File: src/synth_cfg_consts.svh
// register map addresses, field positions and reset values of the config bank
`ifndef SYNTH_CFG_CONSTS_SVH
`define SYNTH_CFG_CONSTS_SVH
`define ADDR_SERIAL_SETUP   16'h0000
`define ADDR_READ_BUFFER    16'h0004
`define ADDR_REG_UPDATE     16'h0005
`define ADDR_DIFF_DRV       16'h0200
`define ADDR_SE_DRV         16'h0201
`define ADDR_DAC_TRIM_LO    16'h040B
`define ADDR_DAC_TRIM_HI    16'h040C
`define ADDR_SPUR1_CTRL     16'h0500
`define ADDR_SPUR1_MAG      16'h0501
`define ADDR_SPUR1_PH_LO    16'h0503
`define ADDR_SPUR1_PH_HI    16'h0504
`define ADDR_SPUR2_CTRL     16'h0505
`define ADDR_SPUR2_MAG      16'h0506
`define ADDR_SPUR2_PH_LO    16'h0508
`define ADDR_SPUR2_PH_HI    16'h0509
`define BIT_SDO_ACTIVE      0
`define BIT_LSB_FIRST       1
`define BIT_SOFT_RESET      2
`define BIT_LONG_INSTR      3
`define BIT_READ_BUFFER     0
`define BIT_REG_UPDATE      0
`define RST_SERIAL_NIBBLE   4'h8
`define RST_DIFF_DRV        8'h05
`define RST_SE_DRV          8'h00
`define RST_DAC_TRIM_LO     8'hFF
`define RST_DAC_TRIM_HI     8'h01
`define RST_BUFFERED        8'h00
`define RST_ZERO_BYTE       8'h00
`define NUM_BUFFERED        8
`define BUF_IDX_W           3
`define STRAP_W             4
`endif

File: src/synth_cfg_pkg.sv
// types shared by the synthesizer config bank and its users
package synth_cfg_pkg;
  // one register access as decoded from the serial frame
  typedef struct packed {
    logic        wr;     // write strobe, one cycle
    logic        rd;     // read strobe, one cycle
    logic [15:0] addr;   // register address
    logic [7:0]  wdata;  // write byte
  } reg_req_t;
  // active settings of one harmonic spur reduction channel
  typedef struct packed {
    logic       enable;    // channel on
    logic       gain_x2;   // amplitude doubled
    logic [3:0] harmonic;  // harmonic number
    logic [7:0] magnitude; // spur magnitude
    logic [8:0] phase;     // spur phase
  } spur_chan_t;
endpackage

File: src/synth_serial_config_regs.sv
// serial-port configuration register bank of the frequency synthesizer
`timescale 1ns/10ps
`include "synth_cfg_consts.svh"
//
// Contract
// - buffered writes wait in shadow until update
// - self-clearing registers return to zero alone
// - setup upper nibble mirrors lower nibble
// - long-instruction bit read-only, always one
// - soft reset defaults all but setup register
// - soft reset bit stays until host clears
// - soft reset keeps straps from hard reset
// - bit one picks lsb or msb first
// - return to msb first needs update
// - bit zero selects four or three wire
// - soft reset restores documented default values
// - update bit acts as update, clears itself
// - read buffer bit picks shadow or active
module synth_serial_config_regs (
  input  wire logic                      i_clk,
  input  wire logic                      i_sys_rst,
  input  wire synth_cfg_pkg::reg_req_t   i_req,
  input  wire logic                      i_io_update,
  input  wire logic [`STRAP_W-1:0]       i_startup_strap_pins,
  output logic [7:0]                     o_rdata,
  output logic                           o_lsb_first,
  output logic                           o_sdo_enable,
  output logic                           o_soft_reset,
  output logic                           o_io_update,
  output logic [`STRAP_W-1:0]            o_strap,
  output logic [7:0]                     o_diff_drv,
  output logic [7:0]                     o_se_drv,
  output logic [9:0]                     o_dac_trim,
  output synth_cfg_pkg::spur_chan_t      o_spur_first,
  output synth_cfg_pkg::spur_chan_t      o_spur_second
);

  // mirrored byte of the setup register from its lower nibble
  function automatic logic [7:0] mirror_byte(input logic [3:0] n);
    mirror_byte = {n[0], n[1], n[2], n[3], n};
  endfunction

  // map a buffered address to its slot; valid flag in the top bit
  function automatic logic [`BUF_IDX_W:0] buf_slot(input logic [15:0] a);
    unique case (a)
      `ADDR_SPUR1_CTRL:  buf_slot = {1'b1, 3'h0};
      `ADDR_SPUR1_MAG:   buf_slot = {1'b1, 3'h1};
      `ADDR_SPUR1_PH_LO: buf_slot = {1'b1, 3'h2};
      `ADDR_SPUR1_PH_HI: buf_slot = {1'b1, 3'h3};
      `ADDR_SPUR2_CTRL:  buf_slot = {1'b1, 3'h4};
      `ADDR_SPUR2_MAG:   buf_slot = {1'b1, 3'h5};
      `ADDR_SPUR2_PH_LO: buf_slot = {1'b1, 3'h6};
      `ADDR_SPUR2_PH_HI: buf_slot = {1'b1, 3'h7};
      default:           buf_slot = {1'b0, 3'h0};
    endcase
  endfunction

  logic [7:0]            shadow_q [`NUM_BUFFERED]; // pending buffered values
  logic [7:0]            active_q [`NUM_BUFFERED]; // values in effect
  logic                  soft_q;          // soft reset bit, host-cleared
  logic                  sdo_q;           // four-wire mode select
  logic                  lsb_q;           // bit order in effect
  logic                  msb_pend_q;      // msb-first waits for update
  logic                  rdbuf_q;         // readback of pending values
  logic                  upd_bit_q;       // self-clearing update bit
  logic                  upd_out_q;       // registered update pulse
  logic                  strap_done_q;    // straps caught since hard reset
  logic [`STRAP_W-1:0]   strap_q;         // strap values held
  logic [7:0]            diff_q;          // differential driver register
  logic [7:0]            se_q;            // single-ended driver register
  logic [7:0]            trim_lo_q;       // dac trim low byte
  logic [7:0]            trim_hi_q;       // dac trim high byte
  logic [7:0]            rdata_q;         // read data register
  logic [7:0]            rdata_d;         // read mux result
  logic                  upd_now;         // update from pin or bit
  logic                  wr_setup;        // write to setup register
  logic [`BUF_IDX_W:0]   wslot;           // write slot decode
  logic [`BUF_IDX_W:0]   rslot;           // read slot decode

  assign upd_now  = i_io_update | upd_bit_q;
  assign wr_setup = i_req.wr && (i_req.addr == `ADDR_SERIAL_SETUP);
  assign wslot    = buf_slot(i_req.addr);
  assign rslot    = buf_slot(i_req.addr);

  // setup register: untouched by soft reset, only hard reset clears it
  always_ff @(posedge i_clk or posedge i_sys_rst) begin
    if (i_sys_rst) begin
      soft_q     <= 1'b0;
      sdo_q      <= 1'b0;
      lsb_q      <= 1'b0;
      msb_pend_q <= 1'b0;
    end else begin
      if (wr_setup) begin
        // upper nibble ignored, host sends it as a copy of the lower one
        soft_q <= i_req.wdata[`BIT_SOFT_RESET];
        sdo_q  <= i_req.wdata[`BIT_SDO_ACTIVE];
      end
      // lsb first applies at once; going back to msb waits for update
      if (wr_setup && i_req.wdata[`BIT_LSB_FIRST]) begin
        lsb_q      <= 1'b1;
        msb_pend_q <= 1'b0;
      end else if (wr_setup && lsb_q) begin
        msb_pend_q <= 1'b1;
      end else if (upd_now && msb_pend_q) begin
        lsb_q      <= 1'b0;
        msb_pend_q <= 1'b0;
      end
    end
  end

  // straps sampled once after hard reset release, never by soft reset
  always_ff @(posedge i_clk or posedge i_sys_rst) begin
    if (i_sys_rst) begin
      strap_done_q <= 1'b0;
      strap_q      <= '0;
    end else if (!strap_done_q) begin
      strap_done_q <= 1'b1;
      strap_q      <= i_startup_strap_pins;
    end
  end

  // self-clearing update bit; a held soft reset swallows it
  always_ff @(posedge i_clk or posedge i_sys_rst) begin
    if (i_sys_rst) begin
      upd_bit_q <= 1'b0;
    end else if (soft_q) begin
      upd_bit_q <= 1'b0;
    end else begin
      // set for one cycle only, then back to zero by itself
      upd_bit_q <= i_req.wr && (i_req.addr == `ADDR_REG_UPDATE)
                   && i_req.wdata[`BIT_REG_UPDATE];
    end
  end

  // registered copy of the update event for downstream logic
  always_ff @(posedge i_clk or posedge i_sys_rst) begin
    if (i_sys_rst) begin
      upd_out_q <= 1'b0;
    end else begin
      upd_out_q <= upd_now;
    end
  end

  // read buffer select register
  always_ff @(posedge i_clk or posedge i_sys_rst) begin
    if (i_sys_rst) begin
      rdbuf_q <= 1'b0;
    end else if (soft_q) begin
      rdbuf_q <= 1'b0;
    end else if (i_req.wr && (i_req.addr == `ADDR_READ_BUFFER)) begin
      rdbuf_q <= i_req.wdata[`BIT_READ_BUFFER];
    end
  end

  // unbuffered driver and trim registers; soft reset holds defaults
  always_ff @(posedge i_clk or posedge i_sys_rst) begin
    if (i_sys_rst) begin
      diff_q    <= `RST_DIFF_DRV;
      se_q      <= `RST_SE_DRV;
      trim_lo_q <= `RST_DAC_TRIM_LO;
      trim_hi_q <= `RST_DAC_TRIM_HI;
    end else if (soft_q) begin
      diff_q    <= `RST_DIFF_DRV;
      se_q      <= `RST_SE_DRV;
      trim_lo_q <= `RST_DAC_TRIM_LO;
      trim_hi_q <= `RST_DAC_TRIM_HI;
    end else if (i_req.wr) begin
      unique case (i_req.addr)
        `ADDR_DIFF_DRV:    diff_q    <= i_req.wdata;
        `ADDR_SE_DRV:      se_q      <= i_req.wdata;
        `ADDR_DAC_TRIM_LO: trim_lo_q <= i_req.wdata;
        `ADDR_DAC_TRIM_HI: trim_hi_q <= i_req.wdata;
        default: ;
      endcase
    end
  end

  // shadow copies take host writes directly
  always_ff @(posedge i_clk or posedge i_sys_rst) begin
    if (i_sys_rst) begin
      for (int i = 0; i < `NUM_BUFFERED; i++) shadow_q[i] <= `RST_BUFFERED;
    end else if (soft_q) begin
      for (int i = 0; i < `NUM_BUFFERED; i++) shadow_q[i] <= `RST_BUFFERED;
    end else if (i_req.wr && wslot[`BUF_IDX_W]) begin
      shadow_q[wslot[`BUF_IDX_W-1:0]] <= i_req.wdata;
    end
  end

  // active copies move only on an update or a soft reset; a same-cycle write waits
  always_ff @(posedge i_clk or posedge i_sys_rst) begin
    if (i_sys_rst) begin
      for (int i = 0; i < `NUM_BUFFERED; i++) active_q[i] <= `RST_BUFFERED;
    end else if (soft_q) begin
      for (int i = 0; i < `NUM_BUFFERED; i++) active_q[i] <= `RST_BUFFERED;
    end else if (upd_now) begin
      for (int i = 0; i < `NUM_BUFFERED; i++) active_q[i] <= shadow_q[i];
    end
  end

  // readback mux; unmapped and reserved addresses read zero
  always_comb begin
    rdata_d = `RST_ZERO_BYTE;
    if (rslot[`BUF_IDX_W]) begin
      rdata_d = rdbuf_q ? shadow_q[rslot[`BUF_IDX_W-1:0]]
                        : active_q[rslot[`BUF_IDX_W-1:0]];
    end else begin
      unique case (i_req.addr)
        // long-instruction bit fixed at one, mirrored into bit 4
        `ADDR_SERIAL_SETUP: rdata_d = mirror_byte({1'b1, soft_q, lsb_q, sdo_q});
        `ADDR_READ_BUFFER:  rdata_d = {7'h00, rdbuf_q};
        `ADDR_REG_UPDATE:   rdata_d = {7'h00, upd_bit_q};
        `ADDR_DIFF_DRV:     rdata_d = diff_q;
        `ADDR_SE_DRV:       rdata_d = se_q;
        `ADDR_DAC_TRIM_LO:  rdata_d = trim_lo_q;
        `ADDR_DAC_TRIM_HI:  rdata_d = trim_hi_q;
        default:            rdata_d = `RST_ZERO_BYTE;
      endcase
    end
  end

  // read data held until the next read strobe
  always_ff @(posedge i_clk or posedge i_sys_rst) begin
    if (i_sys_rst) begin
      rdata_q <= `RST_ZERO_BYTE;
    end else if (i_req.rd) begin
      rdata_q <= rdata_d;
    end
  end

  // outputs straight from the register flops
  assign o_rdata       = rdata_q;
  assign o_lsb_first   = lsb_q;
  assign o_sdo_enable  = sdo_q;
  assign o_soft_reset  = soft_q;
  assign o_io_update   = upd_out_q;
  assign o_strap       = strap_q;
  assign o_diff_drv    = diff_q;
  assign o_se_drv      = se_q;
  assign o_dac_trim    = {trim_hi_q[1:0], trim_lo_q};
  assign o_spur_first  = {active_q[0][7], active_q[0][6], active_q[0][3:0],
                          active_q[1], active_q[3][0], active_q[2]};
  assign o_spur_second = {active_q[4][7], active_q[4][6], active_q[4][3:0],
                          active_q[5], active_q[7][0], active_q[6]};

  // shadow change never reaches active without an update
  property p_hold_active;
    @(posedge i_clk) disable iff (i_sys_rst)
    !upd_now && !soft_q |=> $stable(active_q[0]) && $stable(active_q[7]);
  endproperty
  a_hold_active: assert property (p_hold_active) else $error("active moved without update");

  // update copies shadow into active
  property p_apply;
    @(posedge i_clk) disable iff (i_sys_rst)
    upd_now && !soft_q |=> active_q[2] == $past(shadow_q[2]);
  endproperty
  a_apply: assert property (p_apply) else $error("update did not apply shadow");

  // update bit lasts exactly one cycle and drives the pulse out
  property p_autoclear;
    @(posedge i_clk) disable iff (i_sys_rst)
    upd_bit_q |=> !upd_bit_q && o_io_update;
  endproperty
  a_autoclear: assert property (p_autoclear) else $error("update bit did not clear");

  // setup readback is mirrored with long bit set
  property p_setup_read;
    @(posedge i_clk) disable iff (i_sys_rst)
    i_req.rd && i_req.addr == `ADDR_SERIAL_SETUP
      |=> o_rdata[3] && o_rdata[4] && o_rdata[7] == o_rdata[0]
          && o_rdata[6] == o_rdata[1] && o_rdata[5] == o_rdata[2];
  endproperty
  a_setup_read: assert property (p_setup_read) else $error("setup readback not mirrored");

  // soft reset pins defaults on the other registers
  property p_soft_default;
    @(posedge i_clk) disable iff (i_sys_rst)
    soft_q |=> o_diff_drv == `RST_DIFF_DRV && o_dac_trim[7:0] == `RST_DAC_TRIM_LO
               && active_q[1] == `RST_BUFFERED;
  endproperty
  a_soft_default: assert property (p_soft_default) else $error("soft reset left a value");

  // soft reset bit stays until a clearing write
  property p_soft_sticky;
    @(posedge i_clk) disable iff (i_sys_rst)
    soft_q && !wr_setup |=> soft_q;
  endproperty
  a_soft_sticky: assert property (p_soft_sticky) else $error("soft reset cleared itself");

  // straps never change once caught
  property p_strap_keep;
    @(posedge i_clk) disable iff (i_sys_rst)
    strap_done_q |=> $stable(o_strap);
  endproperty
  a_strap_keep: assert property (p_strap_keep) else $error("straps resampled");

  // writing lsb first takes effect next cycle
  property p_lsb_now;
    @(posedge i_clk) disable iff (i_sys_rst)
    wr_setup && i_req.wdata[`BIT_LSB_FIRST] |=> o_lsb_first;
  endproperty
  a_lsb_now: assert property (p_lsb_now) else $error("lsb first not applied");

  // msb first only after update
  property p_msb_waits;
    @(posedge i_clk) disable iff (i_sys_rst)
    o_lsb_first && !upd_now |=> o_lsb_first;
  endproperty
  a_msb_waits: assert property (p_msb_waits) else $error("msb first without update");

  // four-wire select follows the written bit
  property p_sdo;
    @(posedge i_clk) disable iff (i_sys_rst)
    wr_setup |=> o_sdo_enable == $past(i_req.wdata[`BIT_SDO_ACTIVE]);
  endproperty
  a_sdo: assert property (p_sdo) else $error("four-wire select wrong");

  // buffered readback follows the read buffer select
  property p_rdbuf;
    @(posedge i_clk) disable iff (i_sys_rst)
    i_req.rd && i_req.addr == `ADDR_SPUR1_MAG
      |=> o_rdata == ($past(rdbuf_q) ? $past(shadow_q[1]) : $past(active_q[1]));
  endproperty
  a_rdbuf: assert property (p_rdbuf) else $error("buffered readback source wrong");

endmodule

File: config.mk
export PLATFORM = sky130hd
export DESIGN_NAME = synth_serial_config_regs
export DESIGN_NICKNAME = d
export VERILOG_FILES = /design/src/synth_cfg_pkg.sv /design/src/synth_serial_config_regs.sv
export VERILOG_INCLUDE_DIRS = /design/src
export SDC_FILE = /design/constraint.sdc
export NUM_CORES = 1
export LEC_CHECK = 0
export ABC_CLOCK_PERIOD_IN_PS = 5150
export BUFFER_PORTS_ARGS = -buffer_cell sky130_fd_sc_hd__buf_2
export CAP_MARGIN = 20
export CORE_ASPECT_RATIO = 0.8
export CORE_MARGIN = 2
export CORE_UTILIZATION = 53
export DETAILED_ROUTE_END_ITERATION = 8
export PLACE_DENSITY = 0.88
export SYNTH_ARGS = -nofsm -noshare
export SYNTH_HDL_FRONTEND = slang
export SYNTH_SLANG_ARGS = --single-unit
export TNS_END_PERCENT = 50
File: constraint.sdc
create_clock -name i_clk -period 5.15 [get_ports i_clk]
set_input_delay 0.2575 -clock i_clk [delete_from_list [all_inputs] [get_ports i_clk]]
set_output_delay 0.2575 -clock i_clk [all_outputs]
set_load 0.01 [all_outputs]
==> out/qor.txt <==
Setup TNS - 0 ns
Crit. End Element - flop
final net count - 1115
min-delay worst type - input port to flop
Max Fclk - 0.335 GHz
Relative slew margins - 0.294
worst-case clock buffer depth - 2
Tightest Pin Transition - 1.05 ns
Tmin final - 2.99 ns
Worst Path Required - 5.51 ns
final WL - 32100 µm
Syn Nets - 1087
Final Slew Violations - 0
post-synthesis async set-or-reset flop share - 1.00
combinational cell fraction of total power - 0.063
Cells after Synth - 1054
number of global-route vias before repair - 7911
critical path type - input port to flop
RSZ-0062 raised after global routing - no
Cell Area, Synth - 0.00948 mm²
ANT cells - 0
Root Driver - clkbuf_16
drt first pass iters - 6
crit path to - o_rdata[1]
number of synthesized flops with an enable pin - 0
FF-to-FF End - shadow_q[37]
Leak Pwr - 0.00485 µW
Setup violations, final - 0
origin of the worst setup path - i_req[13]
buffers added on ports - 120
largest net degree at the start of global routing - 85
Seq pwr share - 0.482
Critical R2R Launch - o_soft_reset
number of distinct library cells after synthesis - 71
Sw Share - 0.258
Final Hold Vio Count - 0
synth top area cells - dfrtp_1 (45%), nand2_1 (8.1%), mux2i_1 (6.7%)
die area - 0.0190 mm²
clock sinks - 180
Die Span Y - 124 µm
NetSw - 766 µW
Die W - 154 µm
latest clock arrival within the worst-skew pair - 0.44 ns
r2r setup slk - 2.29 ns
post-DP HPWL - 22300 µm
gr ovfl total - 0
GRT Overall Usage - 0.341
Starting DRT DRC Count - 1312
Peak VDD IR - 205 µV
Main synth FF type - dfrtp_1
PnR worst setup slack - 2.16 ns
Arr. time, crit path - 3.35 ns
drt wl/cell - 24.3 µm
sequential cell area fraction in the yosys report - 0.477
layout cells sized above 1 - 0.182
clock share of power - 0.455
share of Yosys cell area claimed by the top area cell type - 0.446
Post-DRT Antenna Nets - 0
utilization after layout - 0.598
row cnt - 43
IO Pins - 121
Initial Utilization - 0.544
status - completed
Pint - 2200 µW
Avg Inst Size Synth - 9.00 µm²
HP Start - i_startup_strap_pins[2]
worst reg-to-reg path cell count - 4
Syn. warnings - 0
DRC Markers - 0
#FFs+latches synth - 180
PwrDens - 285 mW/mm²
CTS tree - yes
Worst-path clk slew - 0.07 ns
Max Clock Skew - 0.00908 ns
htree depth - 4
initial antenna violation count - 0
crit share post-route - 0.580
crit path launch type - input port
CP Max Fanout - 19
first-pass GRT wire length - 48400 µm
Core ar. - 0.0174 mm²
CTS Buf Count - 17
max_cap viols - 0
Synth area leader - dfrtp_1
routed vias - 8627
worst slack, placed - 1.76 ns
RePlAce Congestion - 1.04
P&R area growth vs syn - 9.96%
vias per inst - 6.54
[cell type report]
cell class | count | area (µm²)
clock buffer | 17 | 425
clock inverter | 15 | 183
fill | 1489 | 7010
inverter | 7 | 31.3
multi-input combinational | 745 | 4290
sequential | 180 | 4520
tap | 225 | 282
timing repair buffer | 131 | 696
[worst min-delay path by stage]
stage	to	slack, ns	cells past startpoint
2_1_floorplan	trim_hi_q[0]	0.38	1
3_3_place_gp	o_spur_first[9]	0.43	2
3_5_place_dp	o_spur_first[2]	0.43	2
4_1_cts	o_strap[2]	0.04	2
5_1_grt	o_strap[2]	0.04	2
6_report	o_strap[2]	0.05	2
[cell usage after synthesis, types with 7 or more instances]
| library cell | number |
|---|---|
| nand2_1 | 204 |
| nor2b_1 | 16 |
| a31oi_1 | 9 |
| mux2_2 | 7 |
| buf_2 | 13 |
| dfrtp_1 | 169 |
| clkbuf_1 | 53 |
| inv_1 | 7 |
| mux2i_1 | 63 |
| buf_4 | 49 |
| a22oi_1 | 24 |
| a221oi_1 | 10 |
| o21ai_0 | 14 |
| nor3_1 | 15 |
| dfstp_2 | 11 |
| nand3_1 | 36 |
| a21oi_1 | 115 |
| a211o_1 | 11 |
| and2_1 | 10 |
| a221o_1 | 7 |
| nor2_1 | 94 |
| nand4_1 | 12 |
[layout by cell type, fill, tap and decap left out, types with 11 or more instances in the layout]
master     instances
nor3_1            15
a22oi_1           24
o21ai_0           14
dfstp_2           11
dfrtp_1          168
nand3_1           36
clkbuf_16         17
a211o_1           11
mux2i_1           63
nand2_1          204
a21oi_1          114
nor2b_1           16
buf_2            120
nor2_1            93
nand4_1           12
[repair_timing]
| item | in CTS | in global routing |
|---|---|---|
| gates resized for setup | 0 | 0 |
| hold buffers | 1 | 0 |
| hold endpoints to repair | 73 | 0 |
| buffers inserted | 0 | 0 |
[worst max-delay path: stages]
cell      delay [ns]
buf_2           0.11
or4_1           0.68
nor4_4          0.91
nand2_1         0.42
nor3_1          0.44
a221o_1         0.20
o311ai_1        0.12
a31oi_1         0.20
[metal layers]
| layer | vias up | GRT usage | wire [µm] |
|---|---|---|---|
| met3 | 51 | 0.0832 | 3700 |
| li1 | 3735 | - | - |
| met2 | 558 | 0.478 | 13900 |
| met1 | 4283 | 0.520 | 13900 |
| met5 | - | 0 | 0 |
| met4 | 0 | 0.106 | 661 |
[state kept, by name, indices dropped and copies added (netlist names), 8 cells and up]
register and count:
o_se_drv 8, shadow_q 64, active_q 18, o_rdata 8, trim_hi_q 8, o_diff_drv 8, o_spur_first 23, trim_lo_q 8
o_spur_second 23
[per-stage QoR]
stage | instance area (µm²) | hold WS (ns) | std cells | power, µW
after floorplan | 9480 | 0.383 | 1054 | 1560
after global placement | 9780 | 0.431 | 1284 | 1640
after detailed placement | 9800 | 0.434 | 1285 | 1640
after CTS | 10400 | 0.0409 | 1318 | 2970
after global routing | 10400 | 0.0440 | 1320 | 3050
final | 10400 | 0.0452 | 1320 | 2970
[power by group through the flow]
stage,clock network [µW],logic (µW),registers (µW)
after floorplan,0,104,1460
after global placement,0,181,1460
after detailed placement,0,184,1460
after CTS,1360,185,1430
after global routing,1410,203,1430
final,1350,188,1430
[cells by family (layout without fill, tap and decap cells)]
group,count (synthesis),after routing,share of synthesized area
XOR/XNOR,2,2,0.00185
multiplexers,70,70,0.0748
flip-flops,180,180,0.477
AND/OR/NAND/NOR,431,431,0.208
buffers and inverters,129,170,0.0724
AO/OA/AOI/OAI,241,241,0.166
other,1,1,0.000396
Power figures use the tool's default switching activity.
